<file path="src/cmc_cfg.svh">
// Register offsets, field positions, reset values and fixed codes of
// the compare output mode controller.
// Assumes a Wishbone byte address of four bits, one aligned word each.
`ifndef CMC_CFG_SVH
`define CMC_CFG_SVH

`define CMC_ADR_W 4
`define CMC_ADR_CTRL 4'h0
`define CMC_ADR_CMPA 4'h4
`define CMC_ADR_CMPB 4'h8
`define CMC_ADR_STAT 4'hC

`define CMC_CTRL_PWMB 0
`define CMC_CTRL_PWMA 1
`define CMC_CTRL_BOM 4
`define CMC_CTRL_AOM 6
`define CMC_CTRL_WGM 8
`define CMC_CTRL_RST 10'h000
`define CMC_CMP_RST 10'h000

`define CMC_STAT_WAVE_A 0
`define CMC_STAT_WAVE_B 1
`define CMC_STAT_ATT_A 2
`define CMC_STAT_NATT_A 3
`define CMC_STAT_ATT_B 4
`define CMC_STAT_NATT_B 5
`define CMC_STAT_MATCH_A 6
`define CMC_STAT_MATCH_B 7

`define CMC_OM_OFF 2'h0
`define CMC_OM_TOGGLE 2'h1
`define CMC_OM_CLEAR 2'h2
`define CMC_OM_SET 2'h3
`define CMC_BOTTOM 10'h000

`endif

</file>
<file path="src/cmc_pkg.sv">
// Types and shared helpers of the compare output mode controller.
// Assumes cmc_cfg.svh for field codes.
`include "cmc_cfg.svh"

package cmc_pkg;

    // Gray along normal, fast, dual-slope, six-output single, dual
    typedef enum logic [2:0] {
        CMC_M_NORMAL = 3'h0,
        CMC_M_FAST = 3'h1,
        CMC_M_PFC = 3'h3,
        CMC_M_SS6 = 3'h2,
        CMC_M_DS6 = 3'h6
    } cmc_mode_t;

    // Channel B passes only bit 0 of the selection, bit 1 tied low
    function automatic cmc_mode_t cmc_decode(input logic pwm,
                                             input logic [1:0] wgm);
        cmc_mode_t m;
        m = CMC_M_NORMAL;
        if (pwm) begin
            case (wgm)
                2'h0: m = CMC_M_FAST;
                2'h1: m = CMC_M_PFC;
                2'h2: m = CMC_M_SS6;
                2'h3: m = CMC_M_DS6;
                default: m = CMC_M_NORMAL;
            endcase
        end
        return m;
    endfunction : cmc_decode

    function automatic logic cmc_six(input cmc_mode_t m);
        return (m == CMC_M_SS6) || (m == CMC_M_DS6);
    endfunction : cmc_six

    // Complementary pin: PWM with code 01, or any nonzero code in six-out
    function automatic logic cmc_comp_attach(input cmc_mode_t m,
                                             input logic [1:0] om);
        return ((m != CMC_M_NORMAL) && (om == `CMC_OM_TOGGLE)) ||
               (cmc_six(m) && (om != `CMC_OM_OFF));
    endfunction : cmc_comp_attach

    // Byte-lane merge of a 10-bit field
    function automatic logic [9:0] cmc_merge10(input logic [9:0] old,
                                               input logic [31:0] dat,
                                               input logic [3:0] sel);
        logic [9:0] r;
        r = old;
        if (sel[0]) begin
            r[7:0] = dat[7:0];
        end
        if (sel[1]) begin
            r[9:8] = dat[9:8];
        end
        return r;
    endfunction : cmc_merge10

endpackage : cmc_pkg

</file>
<file path="src/cmc_chan_if.sv">
// Per-channel link between the controller and its waveform unit.
// Assumes all signals live on the controller clock.
`timescale 1ns/100ps

interface cmc_chan_if;
    import cmc_pkg::*;
    cmc_mode_t mode;
    logic [1:0] outmode;
    logic match;
    logic bottom;
    logic down;
    logic waveform;

    modport ctl(output mode, output outmode, output match, output bottom,
                output down, input waveform);
    modport unit(input mode, input outmode, input match, input bottom,
                 input down, output waveform);
endinterface : cmc_chan_if

</file>
<file path="src/cmc_top.sv">
// Compare output mode controller for channels A and B of a 10-bit
// timer, with a classic Wishbone register slave.
// Assumes the counter, its direction and the general-purpose port values
// come from logic on clock_i, so none of them is synchronised here.
`timescale 1ns/100ps
`include "cmc_cfg.svh"

module cmc_top
    import cmc_pkg::*;
(
    input wire logic clock_i,
    input wire logic rst_i,
    input wire logic ce_i,
    input wire logic wb_cyc_i,
    input wire logic wb_stb_i,
    input wire logic wb_we_i,
    input wire logic [3:0] wb_adr_i,
    input wire logic [3:0] wb_sel_i,
    input wire logic [31:0] wb_dat_i,
    output logic [31:0] wb_dat_o,
    output logic wb_ack_o,
    input wire logic [9:0] fast_timer_count_i,
    input wire logic count_down_i,
    input wire logic port_a_i,
    input wire logic port_a_n_i,
    input wire logic port_b_i,
    input wire logic port_b_n_i,
    output logic chan_a_compare_pin_o,
    output logic chan_a_compare_pin_n_o,
    output logic chan_b_compare_pin_o,
    output logic chan_b_compare_pin_n_o,
    output logic chan_a_attach_o,
    output logic chan_a_n_attach_o,
    output logic chan_b_attach_o,
    output logic chan_b_n_attach_o,
    output logic chan_a_waveform_o,
    output logic chan_b_waveform_o
);

    logic [1:0] chan_a_outmode;
    logic [1:0] chan_b_outmode;
    logic chan_a_pwm_enable;
    logic chan_b_pwm_enable;
    logic waveform_gen_sel_bit0;
    logic waveform_gen_sel_bit1;
    logic [9:0] chan_a_compare_value;
    logic [9:0] chan_b_compare_value;
    logic match_a_seen;
    logic match_b_seen;

    logic bus_req;
    logic bus_wr;
    logic [9:0] ctrl_word;
    logic [9:0] next_ctrl;
    logic [7:0] status_word;

    cmc_mode_t mode_a;
    cmc_mode_t mode_b;
    logic six_out;
    logic match_a;
    logic match_b;
    logic at_bottom;
    logic wave_a;
    logic wave_b;
    logic att_a;
    logic natt_a;
    logic att_b;
    logic natt_b;

    cmc_chan_if chan_a_if ();
    cmc_chan_if chan_b_if ();

    // Mode decode
    assign mode_a = cmc_decode(chan_a_pwm_enable,
        {waveform_gen_sel_bit1, waveform_gen_sel_bit0});
    assign mode_b = cmc_decode(chan_b_pwm_enable,
        {1'b0, waveform_gen_sel_bit0});
    assign six_out = cmc_six(mode_a);

    // Compare against each channel's own value, same cycle
    assign match_a = (fast_timer_count_i == chan_a_compare_value);
    assign match_b = (fast_timer_count_i == chan_b_compare_value);
    assign at_bottom = (fast_timer_count_i == `CMC_BOTTOM);

    assign chan_a_if.mode = mode_a;
    assign chan_a_if.outmode = chan_a_outmode;
    assign chan_a_if.match = match_a;
    assign chan_a_if.bottom = at_bottom;
    assign chan_a_if.down = count_down_i;
    assign chan_b_if.mode = mode_b;
    assign chan_b_if.outmode = chan_b_outmode;
    assign chan_b_if.match = match_b;
    assign chan_b_if.bottom = at_bottom;
    assign chan_b_if.down = count_down_i;
    assign wave_a = chan_a_if.waveform;
    assign wave_b = chan_b_if.waveform;

    cmc_wave_unit u_wave_a (
        .clock_i(clock_i),
        .rst_i(rst_i),
        .ce_i(ce_i),
        .ch(chan_a_if.unit)
    );

    cmc_wave_unit u_wave_b (
        .clock_i(clock_i),
        .rst_i(rst_i),
        .ce_i(ce_i),
        .ch(chan_b_if.unit)
    );

    // Pin ownership; six-output hands the B pair to channel A
    assign att_a = (chan_a_outmode != `CMC_OM_OFF);
    assign natt_a = cmc_comp_attach(mode_a, chan_a_outmode);
    assign att_b = six_out ? att_a :
        (chan_b_outmode != `CMC_OM_OFF);
    assign natt_b = six_out ? natt_a :
        cmc_comp_attach(mode_b, chan_b_outmode);

    // Pins are registered so pin and attach flags change together.
    // Direction bits live in port logic; drivers follow them there.
    always_ff @(posedge clock_i) begin
        if (rst_i) begin
            chan_a_compare_pin_o <= 1'b0;
            chan_a_compare_pin_n_o <= 1'b0;
            chan_a_attach_o <= 1'b0;
            chan_a_n_attach_o <= 1'b0;
        end else if (ce_i) begin
            chan_a_compare_pin_o <= att_a ? wave_a : port_a_i;
            chan_a_compare_pin_n_o <= natt_a ? ~wave_a : port_a_n_i;
            chan_a_attach_o <= att_a;
            chan_a_n_attach_o <= natt_a;
        end
    end

    always_ff @(posedge clock_i) begin
        if (rst_i) begin
            chan_b_compare_pin_o <= 1'b0;
            chan_b_compare_pin_n_o <= 1'b0;
            chan_b_attach_o <= 1'b0;
            chan_b_n_attach_o <= 1'b0;
        end else if (ce_i) begin
            if (six_out) begin
                chan_b_compare_pin_o <= att_b ? wave_a : port_b_i;
                chan_b_compare_pin_n_o <= natt_b ? ~wave_a : port_b_n_i;
            end else begin
                chan_b_compare_pin_o <= att_b ? wave_b : port_b_i;
                chan_b_compare_pin_n_o <= natt_b ? ~wave_b : port_b_n_i;
            end
            chan_b_attach_o <= att_b;
            chan_b_n_attach_o <= natt_b;
        end
    end

    always_ff @(posedge clock_i) begin
        if (rst_i) begin
            chan_a_waveform_o <= 1'b0;
            chan_b_waveform_o <= 1'b0;
        end else if (ce_i) begin
            chan_a_waveform_o <= wave_a;
            chan_b_waveform_o <= wave_b;
        end
    end

    // Sticky-free match snapshot for software, last cycle only
    always_ff @(posedge clock_i) begin
        if (rst_i) begin
            match_a_seen <= 1'b0;
            match_b_seen <= 1'b0;
        end else if (ce_i) begin
            match_a_seen <= match_a;
            match_b_seen <= match_b;
        end
    end

    // Wishbone: ack one cycle after the request, write lands on the
    // edge that samples ack, so a request held past ack writes again every second cycle.
    assign bus_req = wb_cyc_i & wb_stb_i;
    assign bus_wr = bus_req & wb_we_i & wb_ack_o & ce_i;

    always_ff @(posedge clock_i) begin
        if (rst_i) begin
            wb_ack_o <= 1'b0;
        end else if (ce_i) begin
            wb_ack_o <= bus_req & ~wb_ack_o;
        end
    end

    assign ctrl_word = {waveform_gen_sel_bit1, waveform_gen_sel_bit0,
                        chan_a_outmode, chan_b_outmode, 2'h0,
                        chan_a_pwm_enable, chan_b_pwm_enable};
    assign next_ctrl = cmc_merge10(ctrl_word, wb_dat_i, wb_sel_i);

    always_ff @(posedge clock_i) begin
        if (rst_i) begin
            {waveform_gen_sel_bit1, waveform_gen_sel_bit0} <=
                2'(`CMC_CTRL_RST >> `CMC_CTRL_WGM);
            chan_a_outmode <= 2'h0;
            chan_b_outmode <= 2'h0;
            chan_a_pwm_enable <= 1'b0;
            chan_b_pwm_enable <= 1'b0;
        end else if (bus_wr && wb_adr_i == `CMC_ADR_CTRL) begin
            {waveform_gen_sel_bit1, waveform_gen_sel_bit0} <=
                next_ctrl[`CMC_CTRL_WGM +: 2];
            chan_a_outmode <= next_ctrl[`CMC_CTRL_AOM +: 2];
            chan_b_outmode <= next_ctrl[`CMC_CTRL_BOM +: 2];
            chan_a_pwm_enable <= next_ctrl[`CMC_CTRL_PWMA];
            chan_b_pwm_enable <= next_ctrl[`CMC_CTRL_PWMB];
        end
    end

    always_ff @(posedge clock_i) begin
        if (rst_i) begin
            chan_a_compare_value <= `CMC_CMP_RST;
            chan_b_compare_value <= `CMC_CMP_RST;
        end else if (bus_wr) begin
            if (wb_adr_i == `CMC_ADR_CMPA) begin
                chan_a_compare_value <=
                    cmc_merge10(chan_a_compare_value, wb_dat_i, wb_sel_i);
            end
            if (wb_adr_i == `CMC_ADR_CMPB) begin
                chan_b_compare_value <=
                    cmc_merge10(chan_b_compare_value, wb_dat_i, wb_sel_i);
            end
        end
    end

    always_comb begin
        status_word = 8'h00;
        status_word[`CMC_STAT_WAVE_A] = wave_a;
        status_word[`CMC_STAT_WAVE_B] = wave_b;
        status_word[`CMC_STAT_ATT_A] = att_a;
        status_word[`CMC_STAT_NATT_A] = natt_a;
        status_word[`CMC_STAT_ATT_B] = att_b;
        status_word[`CMC_STAT_NATT_B] = natt_b;
        status_word[`CMC_STAT_MATCH_A] = match_a_seen;
        status_word[`CMC_STAT_MATCH_B] = match_b_seen;
    end

    // Unmapped offsets read zero and ignore writes
    always_ff @(posedge clock_i) begin
        if (rst_i) begin
            wb_dat_o <= 32'h0000_0000;
        end else if (ce_i) begin
            case (wb_adr_i)
                `CMC_ADR_CTRL: wb_dat_o <= {22'h0, ctrl_word};
                `CMC_ADR_CMPA: wb_dat_o <= {22'h0, chan_a_compare_value};
                `CMC_ADR_CMPB: wb_dat_o <= {22'h0, chan_b_compare_value};
                `CMC_ADR_STAT: wb_dat_o <= {24'h000000, status_word};
                default: wb_dat_o <= 32'h0000_0000;
            endcase
        end
    end

    property p_ack_rise;
        @(posedge clock_i) disable iff (rst_i)
        (ce_i && bus_req && !wb_ack_o) |=> wb_ack_o;
    endproperty
    a_ack_rise: assert property (p_ack_rise) else $error("ack late");

    property p_ack_drop;
        @(posedge clock_i) disable iff (rst_i)
        (ce_i && wb_ack_o) |=> !wb_ack_o;
    endproperty
    a_ack_drop: assert property (p_ack_drop) else $error("ack held");

    property p_a_attach;
        @(posedge clock_i) disable iff (rst_i)
        ce_i |=> (chan_a_attach_o == ($past(chan_a_outmode) != 2'h0));
    endproperty
    a_a_attach: assert property (p_a_attach) else $error("A attach");

    property p_a_comp;
        @(posedge clock_i) disable iff (rst_i)
        (ce_i && !six_out && (!chan_a_pwm_enable ||
         chan_a_outmode != `CMC_OM_TOGGLE)) |=> !chan_a_n_attach_o;
    endproperty
    a_a_comp: assert property (p_a_comp) else $error("A comp attach");

    property p_b_comp;
        @(posedge clock_i) disable iff (rst_i)
        (ce_i && !six_out && chan_b_pwm_enable &&
         chan_b_outmode == `CMC_OM_TOGGLE) |=> chan_b_n_attach_o;
    endproperty
    a_b_comp: assert property (p_b_comp) else $error("B comp attach");

    property p_b_attach;
        @(posedge clock_i) disable iff (rst_i)
        (ce_i && !six_out) |=>
            (chan_b_attach_o == ($past(chan_b_outmode) != 2'h0));
    endproperty
    a_b_attach: assert property (p_b_attach) else $error("B attach");

    property p_six_pins;
        @(posedge clock_i) disable iff (rst_i)
        (ce_i && six_out && att_a) |=>
            (chan_b_compare_pin_o == $past(wave_a)) &&
            (chan_b_compare_pin_n_o == !$past(wave_a));
    endproperty
    a_six_pins: assert property (p_six_pins) else $error("six-out pins");

    property p_b_mode;
        @(posedge clock_i) disable iff (rst_i)
        chan_b_pwm_enable |-> (mode_b == (waveform_gen_sel_bit0 ?
                                          CMC_M_PFC : CMC_M_FAST));
    endproperty
    a_b_mode: assert property (p_b_mode) else $error("B uses bit1");

    property p_match;
        @(posedge clock_i) disable iff (rst_i)
        ce_i |=> (match_a_seen == ($past(fast_timer_count_i) ==
                                   $past(chan_a_compare_value)));
    endproperty
    a_match: assert property (p_match) else $error("A match");

endmodule : cmc_top

</file>
<file path="src/cmc_wave_unit.sv">
// Waveform register of one compare channel.
// Assumes match, bottom and direction arrive on the same clock.
`timescale 1ns/100ps
`include "cmc_cfg.svh"

module cmc_wave_unit
    import cmc_pkg::*;
(
    input wire logic clock_i,
    input wire logic rst_i,
    input wire logic ce_i,
    cmc_chan_if.unit ch
);

    logic wave;
    assign ch.waveform = wave;

    always_ff @(posedge clock_i) begin
        if (rst_i) begin
            wave <= 1'b0;
        end else if (ce_i) begin
            case (ch.mode)
                CMC_M_NORMAL: begin
                    if (ch.match) begin
                        case (ch.outmode)
                            `CMC_OM_TOGGLE: wave <= ~wave;
                            `CMC_OM_CLEAR: wave <= 1'b0;
                            `CMC_OM_SET: wave <= 1'b1;
                            default: wave <= wave;
                        endcase
                    end
                end
                // Match beats bottom when the compare value is zero
                CMC_M_FAST, CMC_M_SS6: begin
                    if (ch.outmode != `CMC_OM_OFF) begin
                        if (ch.match) begin
                            wave <= (ch.outmode == `CMC_OM_SET);
                        end else if (ch.bottom) begin
                            wave <= (ch.outmode != `CMC_OM_SET);
                        end
                    end
                end
                CMC_M_PFC, CMC_M_DS6: begin
                    if ((ch.outmode != `CMC_OM_OFF) && ch.match) begin
                        // Up-count clears for 01/10, down-count reverses
                        wave <= (ch.outmode == `CMC_OM_SET) ^ ch.down;
                    end
                end
                default: wave <= wave;
            endcase
        end
    end

    property p_toggle;
        @(posedge clock_i) disable iff (rst_i)
        (ce_i && ch.mode == CMC_M_NORMAL && ch.match &&
         ch.outmode == `CMC_OM_TOGGLE) |=> (wave != $past(wave));
    endproperty
    a_toggle: assert property (p_toggle) else $error("toggle missed");

    property p_fast_bottom;
        @(posedge clock_i) disable iff (rst_i)
        (ce_i && (ch.mode == CMC_M_FAST || ch.mode == CMC_M_SS6) &&
         ch.bottom && !ch.match && ch.outmode != `CMC_OM_OFF)
        |=> (wave == ($past(ch.outmode) != `CMC_OM_SET));
    endproperty
    a_fast_bottom: assert property (p_fast_bottom)
        else $error("bottom level wrong");

    property p_fast_match;
        @(posedge clock_i) disable iff (rst_i)
        (ce_i && ch.mode == CMC_M_FAST && ch.match &&
         ch.outmode == `CMC_OM_CLEAR) |=> !wave;
    endproperty
    a_fast_match: assert property (p_fast_match)
        else $error("fast match not cleared");

    property p_dual;
        @(posedge clock_i) disable iff (rst_i)
        (ce_i && (ch.mode == CMC_M_PFC || ch.mode == CMC_M_DS6) &&
         ch.match && ch.outmode != `CMC_OM_OFF)
        |=> (wave == (($past(ch.outmode) == `CMC_OM_SET) ^ $past(ch.down)));
    endproperty
    a_dual: assert property (p_dual) else $error("dual slope level");

    property p_hold;
        @(posedge clock_i) disable iff (rst_i)
        !ce_i |=> $stable(wave);
    endproperty
    a_hold: assert property (p_hold) else $error("moved while frozen");

endmodule : cmc_wave_unit

</file>
<file path="config.mk">
export PLATFORM = sky130hd
export DESIGN_NAME = cmc_top
export DESIGN_NICKNAME = d
export VERILOG_FILES = /design/src/cmc_pkg.sv /design/src/cmc_chan_if.sv /design/src/cmc_top.sv /design/src/cmc_wave_unit.sv
export VERILOG_INCLUDE_DIRS = /design/src
export SDC_FILE = /design/constraint.sdc
export NUM_CORES = 1
export LEC_CHECK = 0
export BUFFER_PORTS_ARGS = -buffer_cell sky130_fd_sc_hd__buf_4
export CAP_MARGIN = 20
export CORE_ASPECT_RATIO = 1.25
export CORE_MARGIN = 2
export CORE_UTILIZATION = 34
export DETAILED_ROUTE_END_ITERATION = 16
export PLACE_DENSITY = 0.68
export SYNTH_ARGS = -nofsm -noshare
export SYNTH_HDL_FRONTEND = slang
export SYNTH_HIERARCHICAL = 1
export SYNTH_SLANG_ARGS = --single-unit
</file>
<file path="constraint.sdc">
create_clock -name clock_i -period 2.4 [get_ports clock_i]
set_clock_uncertainty 0.1 [all_clocks]
set_input_delay 0.36 -clock clock_i [delete_from_list [all_inputs] [get_ports clock_i]]
set_output_delay 0.36 -clock clock_i [all_outputs]
set_load 0.05 [all_outputs]
</file>
## Word-level counts from Yosys, hierarchy flattened

Index checks and enable logic that the tools add are counted.

- Register bits after elaboration: 75
- Output and inout port bits: 43

- Reductions and logical operators: 34
- Mux-type cells: 29
- Bitwise operators: 11
- Equality and inequality tests: 34

Operators with widths:

| operator | count |
|---|---|
| one-hot mux 10 bit (4 select lines) | 1 |
| equality test 10 bit | 2 |
| 2-to-1 mux 1 bit | 20 |
| AND reduction 7 bit | 2 |
| equality test 2 bit (second input constant) | 6 |
| equality test 3 x 2 -> 1 bit (second input constant) | 4 |
| one-hot mux 1 bit (3 select lines) | 4 |
| one-hot mux 3 bit (4 select lines) | 1 |
| AND reduction 3 bit | 4 |
| nonzero test 3 bit | 4 |
| logical NOT 10 bit | 1 |
| equality test 4 bit (second input constant) | 2 |
| inequality test 2 x 1 -> 1 bit (second input constant) | 4 |
| inequality test 2 bit (second input constant) | 4 |
| inequality test 4 x 3 -> 1 bit (second input constant) | 2 |
| OR reduction 2 bit | 4 |
| logical AND 1 bit | 7 |
| equality test 2 x 1 -> 1 bit (second input constant) | 3 |
| equality test 3 x 1 -> 1 bit (second input constant) | 2 |
| equality test 3 bit (second input constant) | 2 |
| logical NOT 3 bit | 2 |
| 2-to-1 mux 3 bit | 2 |
| inequality test 3 x 2 -> 1 bit (second input constant) | 2 |
| one-hot mux 3 bit (2 select lines) | 1 |
| 9 further kinds | 22 |

## Logic depth before layout (Yosys ltp)

Gate-level depths: netlist (run 1).

- Depth after elaboration: 10
- Gate-level depth with buffers: 9
- Depth with buffers taken out: 9

## Modules after synthesis

The synthesis (run 1) kept the hierarchy.

By module, submodules not included:

| module | area each (um^2) | cells an instance | seq. area each (um^2) | times used |
|---|---|---|---|---|
| cmc_top | 2653.8 | 275 | 1021.0 | 1 |
| cmc_wave_unit | 250.2 | 34 | 20.0 | 2 |

## Worst setup path after synthesis (run 1)

OpenSTA, ideal clock, no wires.

- Path kind: in2reg
- From: input port fast_timer_count_i[5]
- To: register u_wave_a.wave (netlist: u_wave_a/ch.waveform)
- Data required time: 2225 ps
- Slack: 309 ps
- Data arrival time: 1916 ps
- Stages: 5
- Cells stage by stage: or4_1 -> nor4_1 -> a211oi_1 -> or4_1 -> o22ai_1

- Elaborated cells on any way between the ends: 10
- Those cells by class: 4 x eq/ne; 3 x mux; 3 x reduce/logical

RTL lines:

| item | RTL line | text |
|---|---|---|
| start: declaration | cmc_top.sv:22 | `input wire logic [9:0] fast_timer_count_i,` |
| logical NOT 10 bit (no source line) | - |  |
| via at_bottom | cmc_top.sv:62 | `logic at_bottom;` |
| inequality test 3 x 2 -> 1 bit (no source line) | - |  |
| AND reduction 7 bit (no source line) | - |  |
| end signal: assignment | cmc_wave_unit.sv:26 | `` `CMC_OM_TOGGLE: wave <= ~wave; `` |
| end signal: assignment | cmc_wave_unit.sv:29 | `default: wave <= wave;` |
| end signal: assignment | cmc_wave_unit.sv:37 | `` wave <= (ch.outmode == `CMC_OM_SET); `` |
| end: declaration | cmc_wave_unit.sv:15 | `logic wave;` |

The timed path passes the listed nets, and every way through them passes these cells. The select of a mux whose other input is x is not followed.
A chain may end at the register's enable or synchronous reset.

## Final worst setup path (run 1)

- From: register chan_b_compare_value[0]
- To: register u_wave_b.wave (netlist: u_wave_b/ch.waveform)

- Cells in the longest elaborated chain, start to end: 4
- Elaborated cells on any way between the ends: 9
- Those cells by class: 4 x eq/ne; 3 x mux; 2 x reduce/logical

Ends and longest elaborated chain:

| item | RTL line | text |
|---|---|---|
| start: declaration | cmc_top.sv:47 | `logic [9:0] chan_b_compare_value;` |
| start signal: assignment | cmc_top.sv:215 | `` chan_b_compare_value <= `CMC_CMP_RST; `` |
| start signal: assignment | cmc_top.sv:222 | `chan_b_compare_value <=` |
| equality test 10 bit * | cmc_top.sv:82 | `assign match_b = (fast_timer_count_i == chan_b_compare_value);` |
| via chan_b_if.match | cmc_chan_if.sv:9 | `logic match;` |
| 2-to-1 mux 1 bit or logical AND 1 bit (tied branches) | cmc_wave_unit.sv:36, cmc_wave_unit.sv:44 |  |
| 2-to-1 mux 1 bit or inequality test 2 x 1 -> 1 bit (tied branches) | - |  |
| one-hot mux 1 bit (3 select lines) or AND reduction 7 bit (tied branches) | - |  |
| end signal: assignment | cmc_wave_unit.sv:26 |  |
| end signal: assignment | cmc_wave_unit.sv:37 |  |
| end signal: assignment | cmc_wave_unit.sv:39 | `` wave <= (ch.outmode != `CMC_OM_SET); `` |
| end: declaration | cmc_wave_unit.sv:15 |  |

Mark *: on every way through the listed nets, which the timed path passes. The rest lies on a longest branch. The select of a mux whose other input is x is not followed.

==> flow_metrics.py, run 1 <==
metrics = {
    "run_status": {
        "outcome": "finished, final reports clean",
    },
    "sta": {
        "period_needed_ns": 2.25,
        "period_share": 0.936,
        "fmax_ghz": 0.445,
        "worst_slew_pin_slew_ns": 0.668,
        "rsz0062_at_grt": "no",
        "setup_violations": 0,
        "fin_hold_ws_ns": 0.204,
        "hold_viol": 0,
        "slew_headroom": 0.553,
        "maxSlewViolCount": 0,
    },
    "power_and_ir_drop": {
        "powerDensity_nw_per_um2": 533,
        "ir_drop_v": 0.000406,
        "leakage_nw": 1.76,
    },
    "cts": {
        "clock-root-buffer": "clkbuf_16",
        "htreeDepth": 2,
        "cts_sinks": 53,
        "clkLatencyLatePin_ns": 0.30,
        "cts_tree": "yes",
        "cts_hold_buf": 0,
        "cts_inserted_buffers": 5,
        "clkTransAtPathRegs_ns": 0.08,
        "max-clock-path-buffers": 2,
    },
    "critical_path": {
        "critPathTopFamily": "simple AND/OR/NAND/NOR gates",
        "path_cells": "xor2_1, nor4_1, nand3_1, nor2_1, nor2b_1, o21ai_0, a311oi_1, a21oi_1, o22ai_1",
        "critPathBufInv": 0,
        "required_ns": 2.52,
        "cpPeakStageDelay_ns": 0.34,
        "worstPathArrival_ns": 2.37,
        "path_class": "reg2reg",
        "start_kind": "flip-flop",
        "cp_max_fo": 4,
        "cp_slowest_cell": "dfxtp_1",
        "endpoint_kind": "flip-flop",
    },
    "drt": {
        "routed_wl_um": 8030,
        "dr.pass1.iters": 4,
        "viasPerCell": 5.05,
        "avgRoutedWirePerCell_um": 15.4,
        "drc": 0,
        "drt_iter0_drc": 163,
        "vias": 2630,
        "ant_nets": 0,
    },
    "die": {
        "core_area_um2": 9080,
        "start_util": 0.348,
        "row_count": 39,
        "die_area_um2": 10100,
        "die_h_um": 112,
        "die_x_um": 90.2,
        "ioPinCount": 104,
    },
    "finish": {
        "diodes": 0,
        "drive_gt1_frac": 0.231,
        "fill_cells": 906,
        "area_growth_pct": 20.2,
        "post-route-util": 0.418,
        "nets": 462,
    },
    "grt": {
        "grt_pass1_vias": 2530,
        "antenna_found_initial": 0,
        "grt_pass1_wl_um": 13000,
        "grt_max_degree": 32,
        "grtUsageTotal": 0.161,
        "gr-total-overflow": 0,
    },
    "synth": {
        "synthCells": 343,
        "yosysWarnings": 6,
        "synth_seq_area_share": 0.336,
        "ys_seq_elements": 53,
        "syn_avg_cell_area_um2": 9.20,
        "synth_area_um2": 3150,
        "yosysUniqueCellTypes": 46,
    },
    "place": {
        "numPortBuffers": 57,
        "routabilityCongestion": 0.863,
        "dp_hpwl_um": 6180,
    },
    "job": {
        "drv_cap": 0,
    },
    "worst_hold_path": {
        "min_path_type": "in2reg",
    },
}
area by class of cell:
class | count | area, um2 | area share
inverters | 5 | 18.8 | 0.00495
multi-input cells | 268 | 1900 | 0.501
repair buffers | 64 | 480 | 0.127
clock buffers | 5 | 125 | 0.0330
well taps | 123 | 154 | 0.0406
clock inverters | 3 | 50.0 | 0.0132
flip-flops and latches | 53 | 1060 | 0.280
routing by layer:
metal | part of all wire | global-route usage
met2 | 0.52 | 0.293
met1 | 0.42 | 0.186
met5 | 0 | 0
met3 | 0.038 | 0.0223
met4 | 0.028 | 0.0708
cells in the mapped netlist, drive strengths merged:
master,n,area (um2)
nor3,7,40.0
and2,6,37.5
a21oi,9,45.0
a211oi,5,37.5
inv,5,18.8
nor4b,2,30.0
and4,1,8.76
nor4,6,37.5
o21a,1,7.51
nand3b,1,7.51
or3,2,12.5
xor2,12,105
nand2,15,58.8
o22ai,3,18.8
mux2i,40,400
conb,1,3.75
o311a,1,10.0
o32ai,2,17.5
a2bb2oi,1,8.76
clkbuf,7,26.3
buf,32,233
mux2,2,22.5
xnor2,14,123
or2,1,6.26
dfxtp,53,1060
o21ai,8,40.0
nand4,8,68.8
nand3,4,20.0
or4,4,30.0
mux4,6,135
nor2,50,193
and3,1,6.26
a22o,11,96.3
ha,4,50.1
nand2b,7,43.8
nor2b,7,58.8
a311oi,4,35.0
worst paths after layout:
kind | slack [ns] | cells past startpoint | start | to
worst max-delay path | 0.15 | 9 | chan_b_compare_value[0]$_SDFFE_PP0P_ | u_wave_b/ch.waveform$_SDFFE_PP0P_
worst min-delay path | 0.20 | 3 | wb_dat_i[2] | chan_a_compare_value[2]$_SDFFE_PP0P_
worst max register to register | 0.15 | 9 | chan_b_compare_value[0]$_SDFFE_PP0P_ | u_wave_b/ch.waveform$_SDFFE_PP0P_
worst min register to register | 0.38 | 2 | chan_b_n_attach_o$_SDFFE_PP0P_ | chan_b_n_attach_o$_SDFFE_PP0P_
cell usage in the layout, fill, tap and decap left out, drive strengths merged:
master / netlist / routed
bufinv: 0 / 1
or3: 2 / 2
nand3b: 1 / 1
nor3: 7 / 7
mux2: 2 / 2
and4: 1 / 1
inv: 5 / 6
nand2: 15 / 15
nand3: 4 / 4
o311a: 1 / 1
mux2i: 40 / 40
conb: 1 / 23
buf: 32 / 64
o21a: 1 / 1
o21ai: 8 / 8
or2: 1 / 1
xnor2: 14 / 14
and3: 1 / 1
nor2b: 7 / 7
a2bb2oi: 1 / 1
clkinv: 0 / 1
a311oi: 4 / 4
xor2: 12 / 12
and2: 6 / 6
nand2b: 7 / 7
ha: 4 / 4
nand4: 8 / 8
o32ai: 2 / 2
or4: 4 / 4
mux4: 6 / 6
a21oi: 9 / 9
nor4b: 2 / 2
clkbuf: 7 / 5
nor4: 6 / 6
a22o: 11 / 11
a211oi: 5 / 5
nor2: 50 / 50
o22ai: 3 / 3
dfxtp: 53 / 53
what timing repair did:
action,in CTS,in global routing
endpoints found under the setup margin,0,1
resized for setup,0,1
setup buffers,0,0
kinds of logic (layout without fill, tap and decap cells):
group           after synthesis  in the layout  share of synthesized area
simple gates                122            122                      0.209
flops                        53             53                      0.336
mux                          48             48                      0.177
compound gates               45             45                      0.100
buf+inv                      44             77                     0.0881
xor+xnor                     26             26                     0.0722
fa+ha+maj                     4              4                     0.0159
other cells                   1             23                    0.00119
power breakdown:
part	switching (W)	leakage, nW	internal [W]	total (W)
Clock	0.000355	0.0859	0.000502	0.000858
Combinational	0.000189	1.24	0.0000846	0.000273
Sequential	0.00000389	0.428	0.000885	0.000889
worst min-delay path: cells and delay by family:
family / cells / cell delay [ns]
multiplexers: 1 / 0.05
buffers and inverters: 1 / 0.08
AND/OR/NAND/NOR: 1 / 0.07
registers in the layout (all words and copies together) (netlist names), 2 cells and up:
signal and cells:
chan_a_compare_value 10, chan_b_compare_value 10, wb_dat_o 10, chan_a_if.outmode 2, chan_b_if.outmode 2
stage by stage:
stage | area, um2 | instances | worst slack [ns] | TNS, ns | total power [W]
after floorplan | 3240 | 365 | 0.309 | 0 | 0.00112
after global placement | 3610 | 513 | -0.0453 | -0.0795 | 0.00118
after detailed placement | 3610 | 513 | -0.0559 | -0.110 | 0.00118
after CTS | 3790 | 521 | 0.147 | 0 | 0.00203
after global routing | 3790 | 521 | 0.00884 | 0 | 0.00209
final | 3790 | 521 | 0.154 | 0 | 0.00202
Note: power is estimated with default switching activity, not from simulation.
==> inputs of run 2 (changes only) <==
--- a/config.mk
+++ b/config.mk
@@ -12,8 +12,7 @@
 export CORE_MARGIN = 2
 export CORE_UTILIZATION = 34
 export DETAILED_ROUTE_END_ITERATION = 16
-export PLACE_DENSITY = 0.68
+export MAX_ROUTING_LAYER = met4
 export SYNTH_ARGS = -nofsm -noshare
 export SYNTH_HDL_FRONTEND = slang
-export SYNTH_HIERARCHICAL = 1
 export SYNTH_SLANG_ARGS = --single-unit
==> run 2 against run 1 <==
Critical path type unchanged. Synthesized cell count grew 5.0%. Setup slack better by 0.34 ns. Via count up 3.7%.
==> flow_metrics.py, run 2 <==
metrics = {
    "grt": {
        "grt_pass1_wl_um": 13300,
        "grt_pass1_vias": 2584,
        "grt_max_degree": 55,
        "antenna_found_initial": 0,
        "gr-total-overflow": 0,
        "grtUsageTotal": 0.185,
    },
    "finish": {
        "nets": 478,
        "mostFrequentLayoutCells": "buf_4, dfxtp_1, nor2_1",
        "layout_commonest_cell": "buf_4",
        "area_growth_pct": 19.2,
        "reg_top3": "chan_a_compare_value: 10 flops, chan_b_compare_value: 10 flops, wb_dat_o: 10 flops",
        "drive_gt1_frac": 0.199,
        "fill_cells": 905,
        "diodes": 0,
        "finalNonFillerCells": 532,
    },
    "sta": {
        "rsz0062_at_grt": "no",
        "setup_ws_ns": 0.493,
        "period_share": 0.794,
        "period_needed_ns": 1.91,
        "fmax_ghz": 0.524,
        "fin_hold_ws_ns": 0.182,
        "setup_violations": 0,
        "worst_slew_pin_slew_ns": 0.562,
        "slew_headroom": 0.625,
        "hold_viol": 0,
        "maxSlewViolCount": 0,
        "setup_tns_ns": 0,
    },
    "cts": {
        "clkTransAtPathRegs_ns": 0.11,
        "cts_hold_buf": 0,
        "htreeDepth": 2,
        "clock-root-buffer": "clkbuf_8",
        "clkLatencyLatePin_ns": 0.32,
        "max-clock-path-buffers": 2,
        "cts_setup_buffers": 0,
        "cts_resized": 0,
        "cts_inserted_buffers": 5,
        "cts_sinks": 53,
        "cts_tree": "yes",
    },
    "critical_path": {
        "critPathTopFamily": "compound AO/OA/AOI/OAI gates",
        "cpPeakStageDelay_ns": 0.38,
        "endpoint_kind": "flip-flop",
        "path_class": "reg2reg",
        "worstPathArrival_ns": 2.00,
        "r2r_slack_ns": 0.49,
        "reg2reg_to": "wb_dat_o[3]$_SDFFE_PP0P_",
        "critPathBufInv": 1,
        "required_ns": 2.50,
        "path_cells": "inv_1, ha_1, nor2b_1, o21ai_0, o21a_1, a2bb2oi_1, nor2_1",
        "r2r_cells": 7,
        "startpoint": "chan_a_if.outmode[0]$_SDFFE_PP0P_",
        "start_kind": "flip-flop",
        "cp_max_fo": 7,
        "cp_slowest_cell": "dfxtp_1",
        "reg2reg_from": "chan_a_if.outmode[0]$_SDFFE_PP0P_",
    },
    "job": {
        "drv_cap": 0,
    },
    "synth": {
        "syn_avg_cell_area_um2": 8.39,
        "yosysWarnings": 0,
        "synth_top_flop_cell": "dfxtp_1",
        "synthTopCellsByCount": "dfxtp_1, nor2_1, nand2_1, a21oi_1, mux2i_1",
        "synth_area_um2": 3020,
        "synthCells": 360,
        "yosysTopAreaCellShare": 0.351,
        "synth_top_area_cell": "dfxtp_1",
        "yosysUniqueCellTypes": 43,
        "yosysMostFrequentCell": "dfxtp_1",
        "synth_async_sr_flop_share": 0,
        "synth_area_leaders": "dfxtp_1, mux2i_1, a21oi_1",
        "ys_seq_elements": 53,
        "synth_edf_count": 0,
        "synth_seq_area_share": 0.351,
    },
    "place": {
        "dp_cells": 524,
        "preCtsSetupSlack_ns": 0.421,
        "routabilityCongestion": 0.869,
        "numPortBuffers": 57,
        "dp_hpwl_um": 6180,
    },
    "drt": {
        "ant_nets": 0,
        "viasPerCell": 5.13,
        "drc": 0,
        "routed_wl_um": 8170,
        "avgRoutedWirePerCell_um": 15.4,
        "drt_iter0_drc": 222,
        "dr.pass1.iters": 5,
        "vias": 2727,
    },
    "worst_hold_path": {
        "min_path_type": "in2reg",
        "min_to": "chan_b_compare_value[2]$_SDFFE_PP0P_",
        "min_delay_path_depth": 3,
        "min-delay-start": "wb_dat_i[2]",
    },
    "die": {
        "die_area_um2": 9650,
        "ioPinCount": 104,
        "start_util": 0.349,
        "row_count": 38,
        "die_h_um": 109,
        "core_area_um2": 8650,
        "die_x_um": 88.3,
    },
    "power_and_ir_drop": {
        "powerDensity_nw_per_um2": 476,
        "p_total_w": 0.00171,
        "ir_drop_v": 0.000237,
        "leakage_nw": 1.54,
    },
    "run_status": {
        "outcome": "finished, final reports clean",
    },
}
==> run 2: cell types whose count changed in the layout (fill, tap and decap cells not counted), moves of 11 or more <==
cell     change
mux2i_1     -17
a22o_1      -11
a22oi_1     +14
xnor2_1     -12
nand2_1     +22
nand3_1     +15
a21oi_1     +26
==> run 2: how the worst max path moves through the flow <==
stage / end / slack (ns) / cells after the start
floorplan: chan_b_pwm_enable$_SDFFE_PP0P_ / 0.59 / 6
global placement: chan_b_compare_value[6]$_SDFFE_PP0P_ / 0.49 / 6
detailed placement: u_wave_a.ch.waveform$_SDFFE_PP0P_ / 0.42 / 6
CTS: wb_dat_o[3]$_SDFFE_PP0P_ / 0.44 / 7
global route: wb_dat_o[3]$_SDFFE_PP0P_ / 0.21 / 7
finish: wb_dat_o[3]$_SDFFE_PP0P_ / 0.49 / 7
==> run 2: cell families (layout without fill, tap and decap cells) <==
| logic type | count (synthesis) | after routing | synth area share |
|---|---|---|---|
| AO/OA/AOI/OAI | 82 | 82 | 0.172 |
| XOR/XNOR | 22 | 22 | 0.0638 |
| adder cells (fa/ha/maj) | 6 | 6 | 0.0249 |
| buffers and inverters | 46 | 77 | 0.0866 |
| flip-flops | 53 | 53 | 0.351 |
| multiplexers | 23 | 23 | 0.0763 |
| other | 1 | 22 | 0.00124 |
| AND/OR/NAND/NOR | 127 | 127 | 0.223 |
==> run 2: metrics by stage <==
stage               instance area (um2)  utilization
detailed placement                 3500        0.405
finish                             3600        0.416
floorplan                          3100            -
global placement                   3500        0.405
CTS                                3600        0.416
global route                       3600        0.416
==> run 2: per-layer routing <==
metal / wire length (um) / GRT usage
met1: 3360 / 0.224
met2: 4070 / 0.308
met3: 445 / 0.0278
met4: 290 / 0.0714
met5: 0 / -
==> run 2: area by class of cell <==
class / instances / area, um2 / area share
clock buffer: 5 / 68.8 / 0.0191
multi-input combinational: 282 / 1790 / 0.498
tap: 120 / 150 / 0.0417
sequential: 53 / 1060 / 0.295
timing repair buffer: 64 / 480 / 0.134
clock inverter: 3 / 28.8 / 0.00800
inverter: 5 / 18.8 / 0.00522
==> run 2: worst min-delay path, stage by stage <==
cell and delay [ns]:
buf_4 0.09, mux2i_1 0.05, nor2_1 0.07
==> run 2: power breakdown <==
part / switching, W / total, W / internal [W] / leakage (nW)
sequential: 0.00000347 / 0.000889 / 0.000886 / 0.428
combinational: 0.000192 / 0.000268 / 0.0000757 / 1.06
clock: 0.000337 / 0.000556 / 0.000219 / 0.0506
total: 0.000532 / 0.00171 / 0.00118 / 1.54
